### config.mk
export PLATFORM = sky130hd
export DESIGN_NAME = edpr_top
export DESIGN_NICKNAME = d
export VERILOG_FILES = /design/src/verilog/edpr_pkg.sv /design/src/verilog/edpr_dec_if.sv /design/src/verilog/edpr_decoder.sv /design/src/verilog/edpr_top.sv
export VERILOG_INCLUDE_DIRS = /design/src /design/src/verilog
export SDC_FILE = /design/constraint.sdc
export NUM_CORES = 1
export LEC_CHECK = 0
export BUFFER_PORTS_ARGS = -buffer_cell sky130_fd_sc_hd__buf_4
export CORE_MARGIN = 3
export CORE_UTILIZATION = 50
export CTS_CLUSTER_SIZE = 16
export DETAILED_ROUTE_END_ITERATION = 8
export PLACE_DENSITY = 0.7
export SYNTH_ARGS = -nofsm -noshare
export SYNTH_HDL_FRONTEND = slang
export SYNTH_HIERARCHICAL = 1
export SYNTH_SLANG_ARGS = --single-unit
### constraint.sdc
create_clock -name ref_clk -period 5.1 [get_ports ref_clk]
set_clock_uncertainty 0.1 [all_clocks]
set_input_delay 0.51 -clock ref_clk [delete_from_list [all_inputs] [get_ports ref_clk]]
set_output_delay 0.51 -clock ref_clk [all_outputs]
set_load 0.02 [all_outputs]
### src/verilog/edpr_regs.svh
`ifndef EDPR_REGS_SVH
`define EDPR_REGS_SVH

`define EDPR_DEPTH      16
`define EDPR_ADDR_W     4
`define EDPR_DATA_W     8
`define EDPR_PAR_W      4
`define EDPR_CODE_W     13
`define EDPR_PORTS      2
`define EDPR_LATENCY    4
`define EDPR_FAULT_BIT  0
`define EDPR_PAR_LSB    8
`define EDPR_ALL_LSB    12
`define EDPR_MAX_POS    4'hc

`endif

### src/verilog/edpr_pkg.sv
`include "edpr_regs.svh"

package edpr_pkg;

    typedef logic [`EDPR_ADDR_W-1:0] edpr_addr_type;
    typedef logic [`EDPR_DATA_W-1:0] edpr_data_type;
    typedef logic [`EDPR_PAR_W-1:0]  edpr_par_type;
    typedef logic [`EDPR_CODE_W-1:0] edpr_code_type;

    typedef struct packed
    {
        edpr_addr_type addr;
        logic          wr;
        logic          rd;
    } edpr_ctrl_type;

    ////////////////////////////////////////////////////////////////////////////
    // Hamming check bits; data sits at codeword positions 3,5,6,7,9,10,11,12
    function automatic edpr_par_type edpr_hamming(input edpr_data_type d);
        edpr_par_type p;
        p[0] = d[0] ^ d[1] ^ d[3] ^ d[4] ^ d[6];
        p[1] = d[0] ^ d[2] ^ d[3] ^ d[5] ^ d[6];
        p[2] = d[1] ^ d[2] ^ d[3] ^ d[7];
        p[3] = d[4] ^ d[5] ^ d[6] ^ d[7];
        return p;
    endfunction : edpr_hamming

    // Data in the low bits so a flipped bit zero is a flipped data bit
    function automatic edpr_code_type edpr_encode(input edpr_data_type d);
        edpr_par_type p;
        p = edpr_hamming(d);
        return {^{p, d}, p, d};
    endfunction : edpr_encode

    function automatic edpr_data_type edpr_fix_mask(input edpr_par_type s);
        edpr_data_type m;
        case (s)
            4'h3:    m = 8'h01;
            4'h5:    m = 8'h02;
            4'h6:    m = 8'h04;
            4'h7:    m = 8'h08;
            4'h9:    m = 8'h10;
            4'ha:    m = 8'h20;
            4'hb:    m = 8'h40;
            4'hc:    m = 8'h80;
            default: m = 8'h00;
        endcase
        return m;
    endfunction : edpr_fix_mask

endpackage : edpr_pkg

### src/verilog/edpr_dec_if.sv
`timescale 1ns/1ps

interface edpr_dec_if;
    import edpr_pkg::*;

    edpr_code_type code;
    logic          load;
    edpr_data_type data;
    logic          fixed;
    logic          seen;
    logic          fatal;

    modport dec
    (
        input  code,
        input  load,
        output data,
        output fixed,
        output seen,
        output fatal
    );

    modport user
    (
        output code,
        output load,
        input  data,
        input  fixed,
        input  seen,
        input  fatal
    );
endinterface : edpr_dec_if

### src/verilog/edpr_decoder.sv
`timescale 1ns/1ps
`include "edpr_regs.svh"

module edpr_decoder
    import edpr_pkg::*;
(
    input wire logic ref_clk,
    input wire logic rst,
    edpr_dec_if.dec  bus
);

    edpr_par_type  syn;
    logic          odd;
    edpr_data_type nxt_data_ff;
    logic          nxt_fixed_ff;
    logic          nxt_fatal_ff;
    edpr_data_type data_ff;
    logic          fixed_ff;
    logic          fatal_ff;

    ////////////////////////////////////////////////////////////////////////////
    // Plain expressions, not branches, so unknown input stays unknown
    always_comb
    begin
        syn          = edpr_hamming(bus.code[`EDPR_DATA_W-1:0])
                     ^ bus.code[`EDPR_ALL_LSB-1:`EDPR_PAR_LSB];
        odd          = ^bus.code;
        nxt_data_ff  = data_ff;
        nxt_fixed_ff = fixed_ff;
        nxt_fatal_ff = fatal_ff;
        if (bus.load)
        begin
            nxt_data_ff  = bus.code[`EDPR_DATA_W-1:0]
                         ^ (edpr_fix_mask(syn) & {`EDPR_DATA_W{odd}});
            nxt_fixed_ff = odd & (syn <= `EDPR_MAX_POS);
            nxt_fatal_ff = (~odd & (|syn)) | (odd & (syn > `EDPR_MAX_POS));
        end
    end

    // Outputs clear at reset, unlike the array's read output registers q_ff
    always_ff @(posedge ref_clk or posedge rst)
    begin
        if (rst)
        begin
            data_ff  <= 8'h00;
            fixed_ff <= 1'b0;
            fatal_ff <= 1'b0;
        end
        else
        begin
            data_ff  <= nxt_data_ff;
            fixed_ff <= nxt_fixed_ff;
            fatal_ff <= nxt_fatal_ff;
        end
    end

    assign bus.data  = data_ff;
    assign bus.fixed = fixed_ff;
    assign bus.fatal = fatal_ff;
    assign bus.seen  = fixed_ff | fatal_ff;

endmodule : edpr_decoder

### src/verilog/edpr_top.sv
// Chosen here: the address-and-strobe port and the placing of the registers.
`timescale 1ns/1ps
`include "edpr_regs.svh"

module edpr_top
    import edpr_pkg::*;
(
    input  wire logic           ref_clk,
    input  wire logic           rst,
    input  wire logic           inject_port_a_lsb_fault,
    input  wire logic [3:0]     addr_a,
    input  wire logic [7:0]     wdata_a,
    input  wire logic           wr_en_a,
    input  wire logic           rd_en_a,
    input  wire logic [3:0]     addr_b,
    input  wire logic [7:0]     wdata_b,
    input  wire logic           wr_en_b,
    input  wire logic           rd_en_b,
    output wire logic [7:0]     port_a_decoded_output,
    output wire logic           port_a_fixed_flag,
    output wire logic           port_a_error_seen_flag,
    output wire logic           port_a_uncorrectable_flag,
    output wire logic [7:0]     port_b_decoded_output,
    output wire logic           port_b_fixed_flag,
    output wire logic           port_b_error_seen_flag,
    output wire logic           port_b_uncorrectable_flag
);

    localparam int NP = `EDPR_PORTS;

    // Index 0 is port A, index 1 is port B
    edpr_code_type enc_ff      [NP];
    edpr_code_type nxt_enc_ff  [NP];
    edpr_ctrl_type c1_ff       [NP];
    edpr_ctrl_type nxt_c1_ff   [NP];
    edpr_code_type code2_ff    [NP];
    edpr_code_type nxt_code2_ff[NP];
    edpr_ctrl_type c2_ff       [NP];
    edpr_ctrl_type nxt_c2_ff   [NP];
    edpr_code_type q_ff        [NP];
    edpr_code_type nxt_q_ff    [NP];
    logic          rd3_ff      [NP];
    logic          nxt_rd3_ff  [NP];
    edpr_code_type mem_ff      [`EDPR_DEPTH];
    edpr_code_type nxt_mem_ff  [`EDPR_DEPTH];

    ////////////////////////////////////////////////////////////////////////////
    // Encoder stage; control rides a matching register beside it
    always_comb
    begin
        nxt_enc_ff[0] = edpr_encode(wdata_a)
                      ^ (edpr_code_type'(inject_port_a_lsb_fault) << `EDPR_FAULT_BIT);
        nxt_enc_ff[1] = edpr_encode(wdata_b);
        nxt_c1_ff[0]  = '{addr: addr_a, wr: wr_en_a, rd: rd_en_a};
        nxt_c1_ff[1]  = '{addr: addr_b, wr: wr_en_b, rd: rd_en_b};
    end

    ////////////////////////////////////////////////////////////////////////////
    // Array: input register stage, then storage and read output register
    always_comb
    begin
        nxt_mem_ff = mem_ff;
        for (int p = 0; p < NP; p++)
        begin
            nxt_code2_ff[p] = enc_ff[p];
            nxt_c2_ff[p]    = c1_ff[p];
            nxt_rd3_ff[p]   = c2_ff[p].rd;
            nxt_q_ff[p]     = q_ff[p];
            if (c2_ff[p].rd)
            begin
                // Reads see the array before this edge's writes: old data
                nxt_q_ff[p] = mem_ff[c2_ff[p].addr];
            end
            if (c2_ff[p].wr)
            begin
                nxt_mem_ff[c2_ff[p].addr] = code2_ff[p];
            end
        end
        // Port A alone forwards its own write to its read
        if (c2_ff[0].rd && c2_ff[0].wr)
        begin
            nxt_q_ff[0] = code2_ff[0];
        end
        // Colliding writes store an unknown word, not a chosen winner
        if (c2_ff[0].wr && c2_ff[1].wr && (c2_ff[0].addr == c2_ff[1].addr))
        begin
            nxt_mem_ff[c2_ff[0].addr] = 'x;
        end
    end

    // Data path carries no reset: memory registers have no clear
    always_ff @(posedge ref_clk)
    begin
        enc_ff   <= nxt_enc_ff;
        code2_ff <= nxt_code2_ff;
        q_ff     <= nxt_q_ff;
        mem_ff   <= nxt_mem_ff;
    end

    // Control flags are reset so no write or read leaks out of reset
    always_ff @(posedge ref_clk or posedge rst)
    begin
        if (rst)
        begin
            for (int p = 0; p < NP; p++)
            begin
                c1_ff[p]  <= '0;
                c2_ff[p]  <= '0;
                rd3_ff[p] <= 1'b0;
            end
        end
        else
        begin
            c1_ff  <= nxt_c1_ff;
            c2_ff  <= nxt_c2_ff;
            rd3_ff <= nxt_rd3_ff;
        end
    end

    ////////////////////////////////////////////////////////////////////////////
    // Decoders: fourth register stage
    edpr_dec_if dec_a ();
    edpr_dec_if dec_b ();

    assign dec_a.code = q_ff[0];
    assign dec_a.load = rd3_ff[0];
    assign dec_b.code = q_ff[1];
    assign dec_b.load = rd3_ff[1];

    edpr_decoder u_dec_a
    (
        .ref_clk (ref_clk),
        .rst     (rst),
        .bus     (dec_a.dec)
    );

    edpr_decoder u_dec_b
    (
        .ref_clk (ref_clk),
        .rst     (rst),
        .bus     (dec_b.dec)
    );

    assign port_a_decoded_output     = dec_a.data;
    assign port_a_fixed_flag         = dec_a.fixed;
    assign port_a_error_seen_flag    = dec_a.seen;
    assign port_a_uncorrectable_flag = dec_a.fatal;
    assign port_b_decoded_output     = dec_b.data;
    assign port_b_fixed_flag         = dec_b.fixed;
    assign port_b_error_seen_flag    = dec_b.seen;
    assign port_b_uncorrectable_flag = dec_b.fatal;

endmodule : edpr_top

Word level (Yosys, flattened, before mapping)
Memory sizes are Yosys's and may differ from the RTL's. Index checks and enable logic that the tools add are counted.

Bits in latches: 0. Bits in writable memories: 0. Flip-flop bits (word level): 332. Word-level logic and storage cells: 162. Output and inout bits: 22. ROM bits: 256. Input bits: 31. Memories kept: 2.

Magnitude comparators: 8. Bitwise operators: 77. Div/mod/pow operators: 0. Add/subtract/negate cells: 0. Multiply operators: 0. Reduce and logical (&&, ||, !) cells: 12. Mux-type cells: 20. Equality and inequality tests: 1. Shift operators: 0.

Memory list: (no name shown) (words 16, bits a word 8, read ports 1, clocked after Yosys merged registers in 0, wr ports 0, line edpr_pkg.sv:37) `case (s)`; (no name shown) (words 16, bits a word 8, read ports 1, clocked after Yosys merged registers in 0, wr ports 0, line edpr_pkg.sv:37).

Operators with widths (number): $bwmux W208 (3); $mux W208 (3); $bmux W13 S4 (2); $demux W13 S4 (2); $mux W13 (8); $xor A1 B1 Y1 (56); $reduce_xor A13 Y1 (2); $reduce_xor A12 Y1 (2); $and A8 B8 Y8 (2); $mux W8 (2); $xor A8 B8 Y8 (2); $xor A13 B1 Y13 (1); $ge A5 B5 Y1 const B (2); $lt A5 B1 Y1 const B (2); $not A4 Y5 (2); $gt A4 B4 Y1 const B (2); $le A4 B4 Y1 const B (2); $reduce_or A4 Y1 (2); $xor A4 B4 Y4 (2); $and A1 B1 Y1 (6); $logic_and A1 B1 Y1 (5); $eq A4 B4 Y1 (1); $or A1 B1 Y1 (4); $not A1 Y1 (2); $reduce_bool A2 Y1 (1).

Longest topological paths before layout
Gate-level depths: netlist of run 1.

Depth in word-level cells: 11. Gate-level depth with buffers: 8. Mapped depth without buffers: 5.

Cells and area by module
The synthesis of run 1 kept the hierarchy.

Modules (own cells, without submodules): edpr_top (seq. area each 6636.4 sq um, area an instance 15702.6 sq um, cells an instance 1425, times used 1); edpr_decoder (seq. area each 250.2 sq um, area an instance 1026.0 sq um, cells an instance 102, times used 2).

Least setup slack after synthesis of run 1
No wires, ideal clock.

Kind: reg-to-reg. From: register c2_ff[9] (netlist bit). To: register q_ff (netlist bit dec_a.code[3]) (data pin). Setup time: 270 ps. Arrival time: 1778 ps. Period minus slack after synthesis: 2148 ps. Path buffers: 3. Stages on the path, launching flop included: 7. Data required time: 4730 ps. Path slack: 2952 ps. Cells stage by stage: dfrtp_1 -> buf_6 -> buf_6 -> buf_2 -> mux4_2 -> a221oi_1 -> a21oi_1.

RTL lines: start, declared (line edpr_top.sv:38) `edpr_ctrl_type c2_ff [NP];`; start signal, assigned (line edpr_top.sv:115) `c2_ff <= nxt_c2_ff;`; end signal, assigned (line edpr_top.sv:96) `q_ff <= nxt_q_ff;`; end, declared (line edpr_top.sv:40) `edpr_code_type q_ff [NP];`.

==> results of run 1 <==
-- final timing paths --
kind / startpoint / end / slack [ps] / cells after the start
max: c2_ff[9] / mem_ff[146] / 1990 / 5
min in group asynchronous: rst / c2_ff[0] / 340 / 3
min: rd_en_a / c1_ff[6] / 7 / 1
max reg2reg: c2_ff[9] / mem_ff[146] / 1990 / 5
min reg2reg: enc_ff[22] / code2_ff[22] / 230 / 0
max in group asynchronous: rst / c2_ff[2] / 3980 / 4
-- registers in the layout, indices dropped and copies added, names as in the netlist, 8 cells and up --
register          count
u_dec_b/bus.data      8
code2_ff             26
c2_ff                12
c1_ff                12
dec_b.code           13
dec_a.code           13
mem_ff              208
enc_ff               26
u_dec_a/bus.data      8
-- through the flow --
| stage | utilization (%) | setup slack, ps | cells |
|---|---|---|---|
| after global placement | 51.9 | 2040 | 1978 |
| after CTS | 55.7 | 1990 | 2058 |
| after detailed placement | 51.9 | 2010 | 1978 |
| after global routing | 55.8 | 1860 | 2059 |
| after floorplan | - | 2950 | 1629 |
| final | 55.8 | 1990 | 2060 |
-- cells in the mapped netlist, drive strengths merged (4+ instances only) --
| cell | instances |
|---|---|
| a2111o | 14 |
| a211oi | 211 |
| a21oi | 28 |
| a221oi | 16 |
| buf | 83 |
| clkbuf | 95 |
| dfrtp | 46 |
| dfxtp | 260 |
| edfxtp | 26 |
| inv | 22 |
| mux2 | 19 |
| mux2i | 228 |
| mux4 | 101 |
| nand2 | 52 |
| nand3 | 16 |
| nand4 | 18 |
| nor2 | 248 |
| nor2b | 4 |
| o221ai | 16 |
| o22ai | 10 |
| or2 | 4 |
| xnor2 | 51 |
| xnor3 | 8 |
| xor2 | 18 |
-- cells by family after synthesis --
group | after synthesis
compound gates | 308
xor+xnor | 77
buf+inv | 200
flops | 332
mux | 348
simple gates | 364
-- power groups by stage --
stage / clock network, mW / logic [mW] / registers [mW]
after global placement: 0 / 2.56 / 4.22
final: 2.67 / 2.71 / 4.24
after global routing: 2.81 / 2.92 / 4.30
after floorplan: 0 / 2.24 / 3.82
after CTS: 2.69 / 2.67 / 4.19
after detailed placement: 0 / 2.64 / 4.24
-- routing by layer --
layer | part of all wire [%] | GRT usage, % | up-vias
li1 | - | - | 5969
met1 | 40 | 36.7 | 6669
met2 | 46 | 42.8 | 829
met3 | 10 | 5.70 | 130
met4 | 3.3 | 9.60 | 0
met5 | 0 | 0 | -
-- cell type report --
cell class / instances / share of cell area [%]
Timing Repair Buffer: 88 / 3.61
Clock buffer: 43 / 5.05
Inverter: 22 / 0.425
Antenna cell: 1 / 0.0129
Sequential cell: 332 / 36.8
Clock inverter: 22 / 1.15
Tap cell: 455 / 2.93
Multi-Input combinational cell: 1097 / 50.0
==> results by group, run 1 <==
Final layout
  – Fillers: 2914
  – Multi-input logic area: 0.00971 mm^2
  – Most common cell after layout, fill and taps aside: dfxtp_1
  – Register cell area after layout: 0.00715 mm^2
  – Design area: 0.0194 mm^2
  – Fin nets: 1608
  – Synthesis-to-layout area growth: 9.34%
  – Share of layout cells above drive strength 1: 18.4%
  – Commonest non-fill, non-tap cells in the layout: 260 x dfxtp_1, 238 x nor2_1, 228 x mux2i_1

Detailed routing
  – Initial DRC Count: 1675
  – Initial DRT Pass Iterations: 5
  – WL final: 52300 um
  – DR DRC count: 0
  – DR vias: 13597
  – DR WL/cell: 25.4 um
  – Post-route ant nets: 0
  – Via density: 6.60

Placement
  – Dpl hpwl: 35000 um
  – GPL Wtd Cong: 0.952
  – Placement-stage cell area: 0.0180 mm^2
  – Port Buffer Count: 52

GRT
  – Vias in the first global route: 13335
  – Grt total ovfl: 0
  – Initial antenna violation count: 1
  – GRT Util Overall: 26.9%
  – Global-route wire length before repair: 80600 um
  – Largest net degree at the start of global routing: 44

Yosys
  – Dominant cell type by area after synthesis: dfxtp_1
  – Synthesized netlist cell count: 1629
  – Post-synth ARST share: 13.9%
  – Primary FF master, synth: dfxtp_1
  – Synth Area in Adders: 0%
  – Post-synthesis sequential area ratio: 40.2%
  – Combinational family with the most area after synthesis: multiplexers
  – Cell area after synthesis: 0.0178 mm^2
  – Yosys top cell area share: 29.3%
  – Multiplexer share of the synthesized area: 26.9%
  – Ys Warns: 6
  – Post-Synth XOR/XNOR Area: 5.39%
  – Area share of and/or/nand/nor cells after synthesis: 9.22%
  – Seq cells post-synth: 332
  – Post-synthesis cell type count: 55
  – Synth Area in Compound Gates: 13.2%
  – Mean Syn Cell Area: 10.9 um^2
  – EDFF count, synth: 26
  – Mapped Nets: 1660
  – Synth top area cells: dfxtp_1 29%, mux2i_1 13%, mux4_2 13%, a211oi_1 8.9%, dfrtp_1 6.5%

CTS
  – Clock sink total: 332
  – Cts hold-fix bufs: 15
  – CTS Root Cell: clkbuf_16
  – TritonCTS clock tree: built
  – PostCTS Resize Cnt: 0
  – Clock latency on the worst-skew pair: 530 ps
  – CTS Buf Count: 36
  – # H-tree levels: 2
  – Clk slew on worst S/H paths: 60 ps
  – Post-CTS setup buffers: 0
  – CTS Buffer Depth: 3

Floorplan
  – Core region area: 0.0348 mm^2
  – Die area: 0.0378 mm^2
  – # IOs: 53
  – Initial Utilization: 51.0%
  – Chip height: 194 um
  – FP Rows: 68
  – Width of the die: 194 um

Timing
  – Unrepaired setup endpoints after global routing: false
  – Fin Hold WS: 7.30 ps
  – Final hold violations: 0
  – Fmax: 0.321 GHz
  – Tcrit/Tclk final: 61.1%
  – Worst slew pin tran: 1390 ps
  – Setup TNS: 0 ps
  – Minimum clock period: 3110 ps
  – Fin. max-slew vios: 0
  – Max transition margin: 6.75%
  – Final Setup Violations: 0

Power and ir drop
  – Psw: 3.21 mW
  – PD cells: 495 mW/mm^2
  – Sw Share: 33.4%
  – Int Pwr: 6.40 mW
  – Total power: 9.61 mW
  – Pleak: 7.37 nW
  – Clock network power share: 27.7%
  – Peak VDD IR: 0.000318 V
  – Combinational power share: 28.2%
  – Seq pwr share: 44.1%

Setup path
  – Worst Path Arrival: 3370 ps
  – WP data required: 5350 ps
  – Setup CP Type: flip-flop to flip-flop
  – CP Capture Type: flip-flop
  – Critical-path top delay cell: dfrtp_4
  – CP startpoint kind: flip-flop
  – Worst path top cell family by delay: simple AND/OR/NAND/NOR gates
  – CP Max Fanout: 43
  – Slowest stage delay, CP: 940 ps
  – CP bufs+invs: 1
  – Crit path cell chain: buf_4 -> nor3b_2 -> nand2b_1 -> mux2i_1 -> a211oi_1

Run
  – Max-cap violations: 0

Min path
  – Hold Crit Class: input pin to flip-flop

Outcome
  – Outcome: complete, no violations
(Power assumes the default switching activity.)
==> run 2, diff against run 1 <==
- ABC_AREA: unset -> 1
- PLACE_DENSITY: 0.7 -> 0.73
- clock period: 5.1 -> 2.8 ns (I/O delays scaled with it)
==> results by group, run 2 <==
Detailed routing
  – DR DRC count: 0 (unchanged)
  – WL final: 87700 um (+68%)
  – DR WL/cell: 22.5 um (-11%)
  – Post-route ant nets: 0 (unchanged)
  – Via density: 5.73 (-13%)
  – Initial DRC Count: 3000 (+79%)
  – DR vias: 22305 (+64%)
  – Initial DRT Pass Iterations: 6 (+1)

Setup path
  – CP Capture Type: flip-flop
  – Slowest stage delay, CP: 510 ps (-430 ps)
  – Crit path cell chain: inv_2 -> buf_12 -> nand2_1 -> nor2_1 -> nand2_1 -> buf_4 -> inv_2 -> nand2_1 -> nand3_1 -> nand2_1 -> nor2_1
  – Crit path top cell by count: nand2_1
  – CP Max Fanout: 101 (+130%)
  – WP data required: 3220 ps (-2130 ps)
  – Worst Path Arrival: 2970 ps (-400 ps)
  – Setup CP Type: flip-flop to flip-flop
  – CP startpoint kind: flip-flop
  – Critical-path top delay cell: dfrtp_2

Yosys
  – Yosys top cell area share: 28.8% (-0.55 points)
  – Mean Syn Cell Area: 5.95 um^2 (-45%)
  – Synth Area in Adders: 0% (unchanged)
  – Synthesized netlist cell count: 3280 (+100%)
  – Area share of and/or/nand/nor cells after synthesis: 44.5% (+35 points)
  – Mapped Nets: 3311 (+99%)
  – Post-Synth XOR/XNOR Area: 1.62% (-3.8 points)
  – Primary FF master, synth: dfxtp_1
  – Dominant cell type by area after synthesis: nand2_1
  – Cell area after synthesis: 0.0195 mm^2 (+9.9%)
  – Synth Area in Compound Gates: 9.20% (-4.0 points)
  – Combinational family with the most area after synthesis: simple AND/OR/NAND/NOR gates
  – Synth top area cells: nand2_1 29%, dfxtp_1 27%, nor2_1 8.6%, dfrtp_1 5.9%, a21oi_1 4.2%
  – Seq cells post-synth: 332 (unchanged)
  – Post-synthesis sequential area ratio: 36.6% (-3.6 points)
  – Post-synth ARST share: 13.9% (unchanged)
  – Most frequent cell after synthesis: nand2_1
  – EDFF count, synth: 26 (unchanged)
  – Ys Warns: 6 (unchanged)
  – Post-synth top cells: 1495 x nand2_1, 446 x nor2_1, 260 x dfxtp_1, 162 x a21oi_1, 159 x inv_1
  – Multiplexer share of the synthesized area: 0% (-27 points)
  – Post-synthesis cell type count: 32 (-42%)

Floorplan
  – Chip height: 204 um (+4.7%)
  – Core region area: 0.0380 mm^2 (+9.3%)
  – # IOs: 53 (unchanged)
  – Initial Utilization: 51.3% (+0.29 points)
  – Width of the die: 204 um (+4.7%)
  – Die area: 0.0414 mm^2 (+9.6%)
  – FP Rows: 71 (+4.4%)

Power and ir drop
  – Clock network power share: 30.4% (+2.7 points)
  – Combinational power share: 30.4% (+2.2 points)
  – Seq pwr share: 39.2% (-4.9 points)
  – Sw Share: 39.0% (+5.5 points)
  – Peak VDD IR: 0.000595 V (+87%)
  – Int Pwr: 10.9 mW (+71%)
  – PD cells: 795 mW/mm^2 (+61%)
  – Psw: 6.97 mW (+120%)
  – Pleak: 12.4 nW (+68%)

GRT
  – Largest net degree at the start of global routing: 102 (+130%)
  – Vias in the first global route: 20702 (+55%)
  – Global-route wire length before repair: 129000 um (+60%)
  – Grt total ovfl: 0 (unchanged)
  – Initial antenna violation count: 0 (-1)
  – GRT Util Overall: 41.5% (+15 points)

Run
  – Max-cap violations: 0 (unchanged)

CTS
  – TritonCTS clock tree: built
  – Clock sink total: 332 (unchanged)
  – CTS Root Cell: clkbuf_16
  – Clk slew on worst S/H paths: 70 ps (about the same)
  – Clock latency on the worst-skew pair: 590 ps (+60 ps)
  – CTS Buf Count: 39 (+8.3%)
  – CTS Buffer Depth: 3 (unchanged)
  – # H-tree levels: 2 (unchanged)

Timing
  – Worst slew pin tran: 1210 ps (-182 ps)
  – Max transition margin: 19.1% (+12 points)
  – Final Setup Violations: 0 (unchanged)
  – Minimum clock period: 2540 ps (-570 ps)
  – Fin. max-slew vios: 0 (unchanged)
  – Tcrit/Tclk final: 90.9% (+30 points)
  – Unrepaired setup endpoints after global routing: false
  – Final hold violations: 0 (unchanged)
  – Fmax: 0.393 GHz (+22%)
  – Setup TNS: 0 ps (unchanged)

Final layout
  – Final Util: 59.2% (+3.4 points)
  – Largest Register: mem_ff
  – Antenna diode count: 0 (-1)
  – Fin nets: 3384 (+110%)
  – Share of layout cells above drive strength 1: 9.93% (-8.5 points)
  – Fillers: 3822 (+31%)
  – Synthesis-to-layout area growth: 15.3%
  – Max reg flops: 208 (unchanged)
  – Commonest non-fill, non-tap cells in the layout: 1495 x nand2_1, 445 x nor2_1, 260 x dfxtp_1
  – Most common cell after layout, fill and taps aside: nand2_1
  – Biggest regs: mem_ff x208, code2_ff x26, enc_ff x26

Placement
  – GPL Wtd Cong: 1.05 (+11%)
  – Dpl hpwl: 61000 um (+75%)
  – Port Buffer Count: 52 (unchanged)

Outcome
  – Outcome: complete, no violations

Min path
  – Hold Crit Class: input pin to asynchronous set/reset pin
==> run 2: worst paths after layout <==
kind	depth (start not counted)	endpoint	slack [ps]	from
max in group asynchronous	4	c2_ff[8]	1950	rst
min in group ref_clk	0	code2_ff[17]	220	enc_ff[17]
worst max-delay path	11	mem_ff[97]	260	c2_ff[8]
worst max register to register	11	mem_ff[97]	260	c2_ff[8]
worst min-delay path	3	dec_a.load	30	rst
worst min register to register	0	code2_ff[17]	220	enc_ff[17]
==> run 2: through the flow <==
stage	worst slack [ps]	area [um^2]	hold slack (ps)	cells	total power [mW]
after floorplan	973	19500	20.2	3280	10.2
after global placement	129	20800	60.9	3792	12.1
after detailed placement	52.7	20800	62.3	3792	12.2
after CTS	52.7	22500	23.2	3895	17.7
after global routing	137	22500	33.0	3895	18.7
final	255	22500	33.9	3895	17.9
==> run 2: timing repair <==
action,4_1_cts,5_1_grt
hold endpoints to repair,82,0
setup endpoints to repair,0,28
hold buffers,31,0
setup buffers,0,0
gates resized for setup,0,1
==> run 2: area by class of cell <==
type | instances | area [um^2] | area share, %
repair buffers | 221 | 1770 | 7.89
flip-flops and latches | 332 | 7140 | 31.7
inverters | 201 | 754 | 3.35
well taps | 511 | 639 | 2.84
clock inverters | 21 | 250 | 1.11
multi-input cells | 2558 | 10800 | 48.1
clock buffers | 51 | 1110 | 4.95
==> run 2: power groups by stage <==
stage	logic (mW)	clock network, mW	registers (mW)
finish	5.44	5.44	7.01
global route	5.99	5.64	7.09
CTS	5.26	5.45	6.96
detailed placement	5.19	0	7.05
global placement	5.07	0	7.03
floorplan	3.52	0	6.66
==> run 2: worst max-delay path, delay by kind of cell (launching register included) <==
family / cells / cell delay [ps]
simple gates: 7 / 850
buf+inv: 4 / 970
flops: 1 / 510
==> run 2: cell families (layout without fill, tap and decap cells) <==
| group | Yosys count | after routing |
|---|---|---|
| AO/OA/AOI/OAI | 334 | 334 |
| XOR/XNOR | 36 | 36 |
| buffers and inverters | 390 | 494 |
| flip-flops | 332 | 332 |
| AND/OR/NAND/NOR | 2188 | 2188 |
==> run 2: metal layers <==
layer  vias up  share of wire (%)  GRT usage, %
met2      1448                 43          62.8
met5         -                  0             0
met3       343                 12          10.4
met4         0                7.7          27.1
met1     10176                 37          52.6
li1      10338                  -             -
